===== src/verilog/fstat_pkg.sv =====
package fstat_pkg;

    // Register bus geometry.
    localparam int ADDR_W = 8;
    localparam int DATA_W = 32;

    // Register offsets (byte addresses).
    localparam logic [ADDR_W-1:0] STATUS_OFFSET = 8'h00;
    localparam logic [ADDR_W-1:0] CTRL_OFFSET   = 8'h04;

    // Status register field positions.
    localparam int F0_PSTATE_LSB  = 0;
    localparam int F0_PRESENT_BIT = 2;
    localparam int F0_AUX_BIT     = 3;
    localparam int F0_ENABLED_BIT = 4;
    localparam int F1_PSTATE_LSB  = 6;
    localparam int F1_PRESENT_BIT = 8;
    localparam int F1_AUX_BIT     = 9;
    localparam int F1_ENABLED_BIT = 10;

    // Control register field positions.
    localparam int CTRL_FREEZE_BIT = 0;
    localparam int CTRL_S5_BIT     = 1;

    // Non-volatile memory words and bits that feed the status.
    localparam int              NVM_ADDR_W           = 8;
    localparam int              NVM_DATA_W           = 16;
    localparam logic [7:0]      NVM_WORD_PORT1       = 8'h10;
    localparam logic [7:0]      NVM_WORD_PORT0       = 8'h20;
    localparam int              NVM_BUS_DISABLE_BIT  = 10;
    localparam int              NVM_PORT_DISABLE_BIT = 11;

    // Reset values.
    localparam logic [DATA_W-1:0] STATUS_RESET      = 32'h0000_0000;
    localparam logic              FREEZE_RESET      = 1'b0;
    localparam logic              NVM_DISABLE_RESET = 1'b1;

    // Number of strap pins and synchroniser depth.
    localparam int STRAP_N     = 2;
    localparam int SYNC_STAGES = 2;

    typedef enum logic [1:0] {
        device_reset_state         = 2'b00,
        active_uninitialised_state = 2'b01,
        active_running_state       = 2'b10,
        low_power_state            = 2'b11
    } power_state_e;

    typedef enum logic [2:0] {
        VARIANT_COMBO  = 3'b001,
        VARIANT_DUAL   = 3'b010,
        VARIANT_SINGLE = 3'b100
    } variant_e;

endpackage : fstat_pkg


===== src/verilog/strap_if.sv =====
`timescale 1ns/1ps
interface strap_if;
    import fstat_pkg::*;

    logic [STRAP_N-1:0] strap;

    modport producer (output strap);
    modport consumer (input  strap);
endinterface : strap_if


===== src/verilog/function_enable_power_status.sv =====
`timescale 1ns/1ps
// Overview of operation
// - Port1 enabled = bus-enable from word 10h AND present (combo variant; 0 in dual and single).
// - Bit 9 shadows function 1 aux enable (combo and dual variants; 0 in single).
// - Bit 8 shows port1 present from second strap (combo and dual variants; 0 in single).
// - Bits 7:6 carry function 1 power state (combo and dual variants; device_reset_state in single).
// - Port0 enabled = bus-enable from word 20h AND present (combo variant; 0 in dual and single).
// - Bit 3 shadows function 0 aux enable.
// - Bit 2 port0 present, source per variant.
// - Bits 1:0 carry function 0 power state.
module function_enable_power_status
    import fstat_pkg::*;
#(
    parameter variant_e VARIANT = VARIANT_COMBO
)
(
    // Clock and reset
    input  wire logic                  clk_i,
    input  wire logic                  srst_i,
    // Register port
    input  wire logic [ADDR_W-1:0]     reg_addr_i,
    input  wire logic [DATA_W-1:0]     reg_wdata_i,
    input  wire logic                  reg_wr_i,
    input  wire logic                  reg_rd_i,
    output logic      [DATA_W-1:0]     reg_rdata_o,
    // Strap pins
    input  wire logic [STRAP_N-1:0]    strap_pin_i,
    // Non-volatile memory word load
    input  wire logic                  nvm_word_valid_i,
    input  wire logic [NVM_ADDR_W-1:0] nvm_word_addr_i,
    input  wire logic [NVM_DATA_W-1:0] nvm_word_data_i,
    // Configuration space shadows
    input  wire logic [1:0]            cfg_aux_en_i,
    input  wire power_state_e          cfg_power_state0_i,
    input  wire power_state_e          cfg_power_state1_i,
    // System sleep indication
    input  wire logic                  system_in_s5_i
);

    strap_if straps ();

    strap_sync u_strap_sync (
        .clk_i       (clk_i),
        .srst_i      (srst_i),
        .strap_pin_i (strap_pin_i),
        .sync_o      (straps)
    );

    // Latched non-volatile disable bits. They reset to "disabled" so that no port shows
    // enabled before the memory has been read.
    logic nvm_port1_bus_disable;
    logic nvm_port0_bus_disable;
    logic nvm_port_disable;
    logic next_nvm_port1_bus_disable;
    logic next_nvm_port0_bus_disable;
    logic next_nvm_port_disable;

    always_comb begin
        next_nvm_port1_bus_disable = nvm_port1_bus_disable;
        next_nvm_port0_bus_disable = nvm_port0_bus_disable;
        next_nvm_port_disable      = nvm_port_disable;
        if (nvm_word_valid_i && nvm_word_addr_i == NVM_WORD_PORT1) begin
            next_nvm_port1_bus_disable = nvm_word_data_i[NVM_BUS_DISABLE_BIT];
        end
        if (nvm_word_valid_i && nvm_word_addr_i == NVM_WORD_PORT0) begin
            next_nvm_port0_bus_disable = nvm_word_data_i[NVM_BUS_DISABLE_BIT];
            next_nvm_port_disable      = nvm_word_data_i[NVM_PORT_DISABLE_BIT];
        end
    end

    always_ff @(posedge clk_i) begin
        if (srst_i) begin
            nvm_port1_bus_disable <= NVM_DISABLE_RESET;
            nvm_port0_bus_disable <= NVM_DISABLE_RESET;
            nvm_port_disable      <= NVM_DISABLE_RESET;
        end else begin
            nvm_port1_bus_disable <= next_nvm_port1_bus_disable;
            nvm_port0_bus_disable <= next_nvm_port0_bus_disable;
            nvm_port_disable      <= next_nvm_port_disable;
        end
    end

    // Status fields, computed from their sources every cycle.
    logic         lan_port0_present;
    logic         lan_port1_present;
    logic         lan_port0_enabled;
    logic         lan_port1_enabled;
    logic         func1_aux_en;
    power_state_e func1_power_state;

    always_comb begin
        lan_port0_present = 1'b0;
        lan_port1_present = 1'b0;
        lan_port0_enabled = 1'b0;
        lan_port1_enabled = 1'b0;
        func1_aux_en      = cfg_aux_en_i[1];
        func1_power_state = cfg_power_state1_i;
        unique case (VARIANT)
            VARIANT_COMBO: begin
                lan_port0_present = ~nvm_port_disable;
                lan_port1_present = straps.strap[1];
                lan_port0_enabled = ~nvm_port0_bus_disable & lan_port0_present;
                lan_port1_enabled = ~nvm_port1_bus_disable & lan_port1_present;
            end
            VARIANT_DUAL: begin
                lan_port0_present = straps.strap[0];
                lan_port1_present = straps.strap[1];
            end
            VARIANT_SINGLE: begin
                // Single-port parts have no function 1 fields at all.
                lan_port0_present = 1'b1;
                lan_port1_present = 1'b0;
                func1_aux_en      = 1'b0;
                func1_power_state = device_reset_state;
            end
        endcase
    end

    logic [DATA_W-1:0] live_status;

    always_comb begin
        live_status                                     = '0;
        live_status[F0_PSTATE_LSB +: 2]                 = cfg_power_state0_i;
        live_status[F0_PRESENT_BIT]                     = lan_port0_present;
        live_status[F0_AUX_BIT]                         = cfg_aux_en_i[0];
        live_status[F0_ENABLED_BIT]                     = lan_port0_enabled;
        live_status[F1_PSTATE_LSB +: 2]                 = func1_power_state;
        live_status[F1_PRESENT_BIT]                     = lan_port1_present;
        live_status[F1_AUX_BIT]                         = func1_aux_en;
        live_status[F1_ENABLED_BIT]                     = lan_port1_enabled;
    end

    // Address decode shared by the read and write paths.
    logic hit_status;
    logic hit_ctrl;

    always_comb begin
        hit_status = (reg_addr_i == STATUS_OFFSET);
        hit_ctrl   = (reg_addr_i == CTRL_OFFSET);
    end

    // Control register.
    logic freeze;
    logic next_freeze;

    always_comb begin
        next_freeze = freeze;
        if (reg_wr_i && hit_ctrl) begin
            next_freeze = reg_wdata_i[CTRL_FREEZE_BIT];
        end
    end

    always_ff @(posedge clk_i) begin
        if (srst_i) begin
            freeze <= FREEZE_RESET;
        end else begin
            freeze <= next_freeze;
        end
    end

    // Status register.
    logic [DATA_W-1:0] status;
    logic [DATA_W-1:0] next_status;

    always_comb begin
        // Freeze lets software take a coherent snapshot across several reads.
        // Writes to the status offset fall through and change nothing.
        next_status = freeze ? status : live_status;
    end

    always_ff @(posedge clk_i) begin
        if (srst_i) begin
            status <= STATUS_RESET;
        end else begin
            status <= next_status;
        end
    end

    // The sleep indication comes from the system side, off this clock, so it is double flopped.
    logic s5_meta;
    logic s5_seen;
    logic next_s5_meta;
    logic next_s5_seen;

    always_comb begin
        next_s5_meta = system_in_s5_i;
        next_s5_seen = s5_meta;
    end

    always_ff @(posedge clk_i) begin
        if (srst_i) begin
            s5_meta <= 1'b0;
            s5_seen <= 1'b0;
        end else begin
            s5_meta <= next_s5_meta;
            s5_seen <= next_s5_seen;
        end
    end

    // Read port: data one cycle after the strobe, zero otherwise and for unmapped offsets.
    logic [DATA_W-1:0] next_rdata;

    always_comb begin
        next_rdata = '0;
        if (reg_rd_i) begin
            if (hit_status) begin
                next_rdata = status;
            end else if (hit_ctrl) begin
                next_rdata[CTRL_FREEZE_BIT] = freeze;
                // The S5 flag warns firmware that the status fields cannot be trusted.
                next_rdata[CTRL_S5_BIT]     = s5_seen;
            end
        end
    end

    always_ff @(posedge clk_i) begin
        if (srst_i) begin
            reg_rdata_o <= '0;
        end else begin
            reg_rdata_o <= next_rdata;
        end
    end

endmodule : function_enable_power_status


===== src/verilog/strap_sync.sv =====
`timescale 1ns/1ps
module strap_sync
    import fstat_pkg::*;
(
    // Clock and reset
    input  wire logic               clk_i,
    input  wire logic               srst_i,
    // Raw strap pins
    input  wire logic [STRAP_N-1:0] strap_pin_i,
    // Synchronised straps
    strap_if.producer               sync_o
);

    logic [SYNC_STAGES-1:0] stage [STRAP_N];
    logic [SYNC_STAGES-1:0] next_stage [STRAP_N];

    // Straps are quasi-static, but a pin may still move near an edge, so each one is double flopped.
    genvar g;
    generate
        for (g = 0; g < STRAP_N; g++) begin : g_bit
            always_comb begin
                next_stage[g] = {stage[g][SYNC_STAGES-2:0], strap_pin_i[g]};
            end

            always_ff @(posedge clk_i) begin
                if (srst_i) begin
                    stage[g] <= '0;
                end else begin
                    stage[g] <= next_stage[g];
                end
            end

            assign sync_o.strap[g] = stage[g][SYNC_STAGES-1];
        end
    endgenerate

endmodule : strap_sync

===== config.mk =====
export PLATFORM = sky130hd
export DESIGN_NAME = function_enable_power_status
export DESIGN_NICKNAME = d
export VERILOG_FILES = /design/src/verilog/fstat_pkg.sv /design/src/verilog/strap_if.sv /design/src/verilog/function_enable_power_status.sv /design/src/verilog/strap_sync.sv
export SDC_FILE = /design/constraint.sdc
export NUM_CORES = 1
export LEC_CHECK = 0
export ABC_AREA = 1
export BUFFER_PORTS_ARGS = -buffer_cell sky130_fd_sc_hd__buf_2
export CORE_MARGIN = 8
export CORE_UTILIZATION = 36
export DETAILED_ROUTE_END_ITERATION = 10
export PLACE_DENSITY = 0.81
export SLEW_MARGIN = 5
export SYNTH_ARGS = -nofsm -noshare
export SYNTH_HDL_FRONTEND = slang
export SYNTH_SLANG_ARGS = --single-unit

===== constraint.sdc =====
create_clock -name clk_i -period 1.16 [get_ports clk_i]
set_clock_uncertainty 0.15 [all_clocks]
set_input_delay 0.174 -clock clk_i [delete_from_list [all_inputs] [get_ports clk_i]]
set_output_delay 0.174 -clock clk_i [all_outputs]
set_load 0.03 [all_outputs]

==> metrics.md, run 1 <==
| Metric | Value |
|---|---|
| Detail Route Antenna Nets | `0` |
| Register share of total power | `58.6%` |
| Net Sw Power | `0.000428 W` |
| WHS | `49.2 ps` |
| Flops & latches, synth | `28` |
| WS Path Type | `flip-flop to output pin` |
| Syn Std Cell Area | `1210 sq um` |
| Layout Utilization | `48.8%` |
| Pwr/cell area | `1050 nW/um^2` |
| Post-synthesis mux area share | `0%` |
| Die H | `73.9 um` |
| Core Region | `3280 sq um` |
| Slowest stage delay, CP | `350 ps` |
| I/O pin cnt | `110` |
| Overall Global Routing Usage | `8.93%` |
| Area Overhead vs Synth | `32.9%` |
| NumNets Final | `290` |
| Share of cells above drive strength 1 | `29.9%` |
| Result of the run | `finished clean` |
| Area of the multi-input gates | `460 sq um` |
| Post-Synth XOR/XNOR Area | `0%` |
| Final setup fails | `0` |
| Antenna diodes | `0` |
| Sequential element share of the synthesized area | `46.5%` |
| Dpl hpwl | `1.82 mm` |
| Row Count | `21` |
| Die area | `5460 sq um` |
| Combinational power share | `14.0%` |
| Post-route setup TNS | `0 ps` |
| Static leakage | `0.761 nW` |
| Hold Path Cell Cnt | `5` |
| DR WL met2 | `1.09 mm` |
| Number of global-route vias before repair | `976` |
| First-pass GRT wire length | `3.82 mm` |
| Register area | `573 sq um` |
| Max-cap violation count | `0` |
| Yosys cell types | `19` |
| Most frequent cells in the layout | `buf_2 (31), nor2_1 (30), conb_1 (22)` |
| Internal | `0.00126 W` |
| Flop2flop setup slack | `150 ps` |
| Area contributors post-synth | `dfxtp_1 (46%), buf_4 (14%), nor2_1 (9.3%)` |
| Nature of the critical path endpoint | `output pin` |
| Worst hold path type | `input port to flip-flop` |
| Share of the synthesized area in the top cell type | `46.5%` |
| Cells along the critical path | `buf_6` |
| Die X-Extent | `73.9 um` |
| Pre-CTS setup slack | `-8.77 ps` |
| DR WL met3 | `117 um` |
| Yosys warns | `0` |
| Fmax | `889 MHz` |
| Root buf cell | `clkbuf_4` |
| Synth area leader | `dfxtp_1` |
| Worst path required time | `840 ps` |
| Drt pass-1 iters | `4` |
| Most common cell after layout, fill and taps aside | `buf_2` |
| Clk Latency, worst-skew pair | `330 ps` |
| WP buf/inv | `1` |
| CTS tree | `done` |
| Power share of the clock group | `27.4%` |
| Fin crit period | `1130 ps` |
| H-tree Lvls | `1` |
| TritonCTS Buffers | `3` |
| Critical path's slowest cell | `dfxtp_2` |
| DRT iter0 DRCs | `23` |
| Startpoint Class | `flip-flop` |
| Synth Area per Inst | `7.73 sq um` |
| Worst setup margin | `34.7 ps` |
| Routed WL | `2.34 mm` |
| Synth Area in Simple Gates | `24.9%` |
| Synth Instances | `156` |
| FILL cells | `311` |
| Final hold viol count | `0` |
| Reg2reg path depth | `4` |
| Starting Density | `36.7%` |
| M1 WL | `1.03 mm` |
| Sink Count | `28` |
| Drt wl/cell | `9.11 um` |
| Synth Area in Adders | `0%` |
| Vias per cell | `3.89` |
| WHS Endpoint | `reg_rdata_o[1]$_SDFF_PP0_` |
| Sw Ratio | `25.4%` |
| Worst-path fanout max | `1` |
| DRC | `0` |
| Peak VDD IR | `0.352 mV` |
| GRT overflow | `0` |
| Max layer used | `met4` |
| Routability cong. | `0.731` |
| Initial antenna violation count | `0` |
| Slew Limit Fails | `0` |
| Beginning of the worst hold path | `reg_addr_i[2]` |
| CTS Buffer Depth | `2` |
| PortBufs | `41` |
| Post-synthesis compound-gate area fraction | `6.43%` |
| Clock Pin Slew Worst Setup and Hold Paths | `140 ps` |
| Crit path launch | `reg_rdata_o[8]$_SDFF_PP0_` |
| Final period util | `97.0%` |
| CP top delay family | `flip-flops` |
| FF-to-FF End | `status[10]$_SDFFE_PP0N_` |
| Largest family of logic cells by synthesized area | `simple AND/OR/NAND/NOR gates` |
| Via Count | `1,000` |
| Worst Path Arrival | `800 ps` |
| RSZ-0062 raised after global routing | `true` |
| R2r startpoint | `freeze$_SDFFE_PP0P_` |
| Pin count of the biggest net entering global routing | `16` |
tightest hold or removal path, delay by kind of cell:
| family | cells | cell delay, ps |
|---|---|---|
| AND/OR/NAND/NOR | 4 | 220 |
| buffers and inverters | 1 | 110 |
repair_timing:
action | CTS | global route
endpoints found under the hold margin | 12 | 0
gates resized for setup | 12 | 18
buffers inserted | 0 | 0
endpoints found under the setup margin | 10 | 10
hold buffers | 11 | 0
per-layer routing:
layer  global-route usage, %  vias to the layer above
met5                       0                        -
met2                    15.6                       40
met4                    6.87                        0
met1                    9.06                      409
met3                    1.77                        8
li1                        -                      543
state kept, by name (all words and copies together), names as in the netlist:
| signal | count |
|---|---|
| u_strap_sync.stage | 2 |
| nvm_port_disable | 1 |
| freeze | 1 |
| nvm_port0_bus_disable | 1 |
| status | 10 |
| next_s5_seen | 1 |
| nvm_port1_bus_disable | 1 |
| s5_seen | 1 |
| reg_rdata_o | 10 |
metrics by stage:
| step | power [W] | instance area (sq um) | instances |
|---|---|---|---|
| floorplan | 0.00121 | 1280 | 177 |
| global placement | 0.00121 | 1380 | 242 |
| detailed placement | 0.00121 | 1380 | 242 |
| CTS | 0.00170 | 1560 | 257 |
| global route | 0.00177 | 1600 | 257 |
| finish | 0.00168 | 1600 | 257 |
cell type report:
cell class              count  share of cell area, %
flip-flops and latches     28                   35.8
multi-input cells         104                   28.7
repair buffers             55                   25.0
inverters                  20                   4.68
well taps                  46                   3.59
clock buffers               4                   2.26
synth_stat cells:
library cell   n
conb_1         1
clkinv_1       1
inv_1         17
nand3_2        1
nand3b_1       2
nor2_4         2
o21ai_0        6
buf_4         23
inv_2          2
buf_2          1
nand2_1       19
buf_6          1
and2_1         1
nor2_1        30
o21a_1         1
a21oi_1        8
or2_1          2
nand3_1       10
dfxtp_1       28
power by group through the flow:
stage / Sequential, W / Combinational, W / Clock (W)
after floorplan: 0.00101 / 0.000204 / 0
after global placement: 0.00101 / 0.000202 / 0
after detailed placement: 0.00101 / 0.000205 / 0
after CTS: 0.000987 / 0.000234 / 0.000481
after global routing: 0.000989 / 0.000259 / 0.000524
final: 0.000986 / 0.000236 / 0.000461
how the worst max path moves through the flow:
stage	depth (start not counted)	slack [ps]	to
global placement	6	2	nvm_port_disable$_SDFFE_PP1P_
CTS	1	2	reg_rdata_o[1]
global route	1	-20	reg_rdata_o[9]
finish	1	30	reg_rdata_o[8]
detailed placement	6	-9	nvm_port0_bus_disable$_SDFFE_PP1P_
floorplan	5	120	status[10]$_SDFFE_PP0N_
kinds of logic after synthesis:
logic type,count (synthesis)
and+or+nand+nor,67
buffers and inverters,45
DFF,28
AOI/OAI and AO/OA,15
other,1
Power figures use the tool's default switching activity.
==> run 2: changes to the inputs <==
RECOVER_POWER = 50   (was unset)
==> metrics.md, run 2 (synthesis results as in run 1) <==
| Metric | Value |
|---|---|
| Most common cell after layout, fill and taps aside | `nor2_1` |
| Final hold viol count | `0` |
| Final setup fails | `0` |
| Worst path required time | `840 ps` |
| Top flop regs | `reg_rdata_o (10), status (10), u_strap_sync.stage (2)` |
| Initial antenna violation count | `0` |
| CP top delay family | `flip-flops` |
| Startpoint Class | `flip-flop` |
| Peak VDD IR | `0.352 mV` |
| Fmax | `889 MHz` |
| Die X-Extent | `73.9 um` |
| CTS tree | `done` |
| Routed WL | `2.34 mm` |
| DRC | `0` |
| GRT overflow | `0` |
| Worst-path fanout max | `1` |
| R2r startpoint | `freeze$_SDFFE_PP0P_` |
| Share of cells above drive strength 1 | `28.0%` |
| Pin count of the biggest net entering global routing | `16` |
| Die area | `5460 sq um` |
| Slew Limit Fails | `0` |
| WS Path Type | `flip-flop to output pin` |
| Die H | `73.9 um` |
| Area Overhead vs Synth | `31.7%` |
| Beginning of the worst hold path | `reg_addr_i[2]` |
| WHS Endpoint | `reg_rdata_o[1]$_SDFF_PP0_` |
| Routability cong. | `0.731` |
| Root buf cell | `clkbuf_4` |
| Final period util | `96.9%` |
| Worst hold path type | `input port to flip-flop` |
| WP buf/inv | `1` |
| Static leakage | `0.757 nW` |
| Fin crit period | `1120 ps` |
| Register area | `573 sq um` |
| Clk Latency, worst-skew pair | `320 ps` |
| Area of the multi-input gates | `448 sq um` |
| Drt wl/cell | `9.11 um` |
| Design Area, Final | `1590 sq um` |
| Clock Pin Slew Worst Setup and Hold Paths | `140 ps` |
| Core Region | `3280 sq um` |
| Cells along the critical path | `buf_6` |
| Antenna diodes | `0` |
| TritonCTS Buffers | `3` |
| First-pass GRT wire length | `3.82 mm` |
| Critical path's slowest cell | `dfxtp_2` |
| NumNets Final | `290` |
| Starting Density | `36.7%` |
| Flop2flop setup slack | `150 ps` |
| RSZ-0062 raised after global routing | `true` |
| WHS | `50.0 ps` |
| Placed Cells | `242` |
| Most frequent cells in the layout | `nor2_1 (31), buf_2 (30), conb_1 (22)` |
| Number of global-route vias before repair | `976` |
| FILL cells | `315` |
| Slowest stage delay, CP | `350 ps` |
| Detail Route Antenna Nets | `0` |
| Worst Path Arrival | `800 ps` |
| FF-to-FF End | `status[10]$_SDFFE_PP0N_` |
| Power Total | `0.00168 W` |
| Drt pass-1 iters | `4` |
| Final std cells w/o fill | `257` |
| Reg2reg path depth | `4` |
| H-tree Lvls | `1` |
| Pwr/cell area | `1060 nW/um^2` |
| Result of the run | `finished clean` |
| DRT iter0 DRCs | `19` |
| CTS Buffer Depth | `2` |
| Hold Path Cell Cnt | `5` |
| Via Count | `999` |
| Overall Global Routing Usage | `8.93%` |
| Max-cap violation count | `0` |
| Placed Area | `1380 sq um` |
| Sink Count | `28` |
| PortBufs | `41` |
| Row Count | `21` |
| Dpl hpwl | `1.82 mm` |
| Vias per cell | `3.89` |
| I/O pin cnt | `110` |
| Nature of the critical path endpoint | `output pin` |
[run 2: changes by cell type in the layout (fill, tap and decap cells not counted)]
cell / change
buf_2: -1
inv_2: -1
inv_1: +1
nand3_1: +1
nor2_1: +1
clkbuf_1: +1
nor2_4: -1
nand3_2: -1
[run 2: layout make-up]
class	instances	share of cell area, %
sequential	28	36.1
multi-input combinational	104	28.2
timing repair buffer	55	25.1
inverter	20	4.72
tap	46	3.62
clock buffer	4	2.28
[run 2: how the worst max path moves through the flow]
stage	from	cells past startpoint	slack [ps]	endpoint
finish	reg_rdata_o[8]$_SDFF_PP0_	1	40	reg_rdata_o[8]
global route	reg_rdata_o[9]$_SDFF_PP0_	1	-20	reg_rdata_o[9]
CTS	reg_rdata_o[1]$_SDFF_PP0_	1	2	reg_rdata_o[1]
detailed placement	nvm_word_addr_i[7]	6	-9	nvm_port0_bus_disable$_SDFFE_PP1P_
global placement	nvm_word_addr_i[7]	6	2	nvm_port_disable$_SDFFE_PP1P_
floorplan	freeze$_SDFFE_PP0P_	5	120	status[10]$_SDFFE_PP0N_
[run 2: timing repair]
| action | in CTS | in global routing |
|---|---|---|
| pin swaps | 0 | 0 |
| hold endpoints to repair | 12 | 0 |
| gates resized for setup | 12 | 18 |
| setup buffers | 0 | 0 |
| hold buffers | 11 | 0 |
| cloned | 0 | 0 |
| endpoints found under the setup margin | 10 | 10 |
[run 2: where the power goes]
group | internal, W | leakage (nW) | switching, W
sequential | 0.000980 | 0.233 | 0.00000557
combinational | 0.0000820 | 0.503 | 0.000152
clock | 0.000192 | 0.0210 | 0.000268
total | 0.00125 | 0.757 | 0.000426
[run 2: per-stage QoR]
stage	utilization (%)	worst slack [ps]	setup TNS, ps
floorplan	-	116	0
global placement	42.1	1.53	0
detailed placement	42.1	-8.77	-16.1
CTS	47.5	2.45	0
global route	48.4	-18.3	-77.9
finish	48.4	35.6	0
[run 2: per-layer routing]
| metal | track usage, % | routed length, um |
|---|---|---|
| met5 | 0 | 0 |
| met4 | 6.87 | 93 |
| met3 | 1.77 | 117 |
| met2 | 15.6 | 1090 |
| met1 | 9.06 | 1040 |
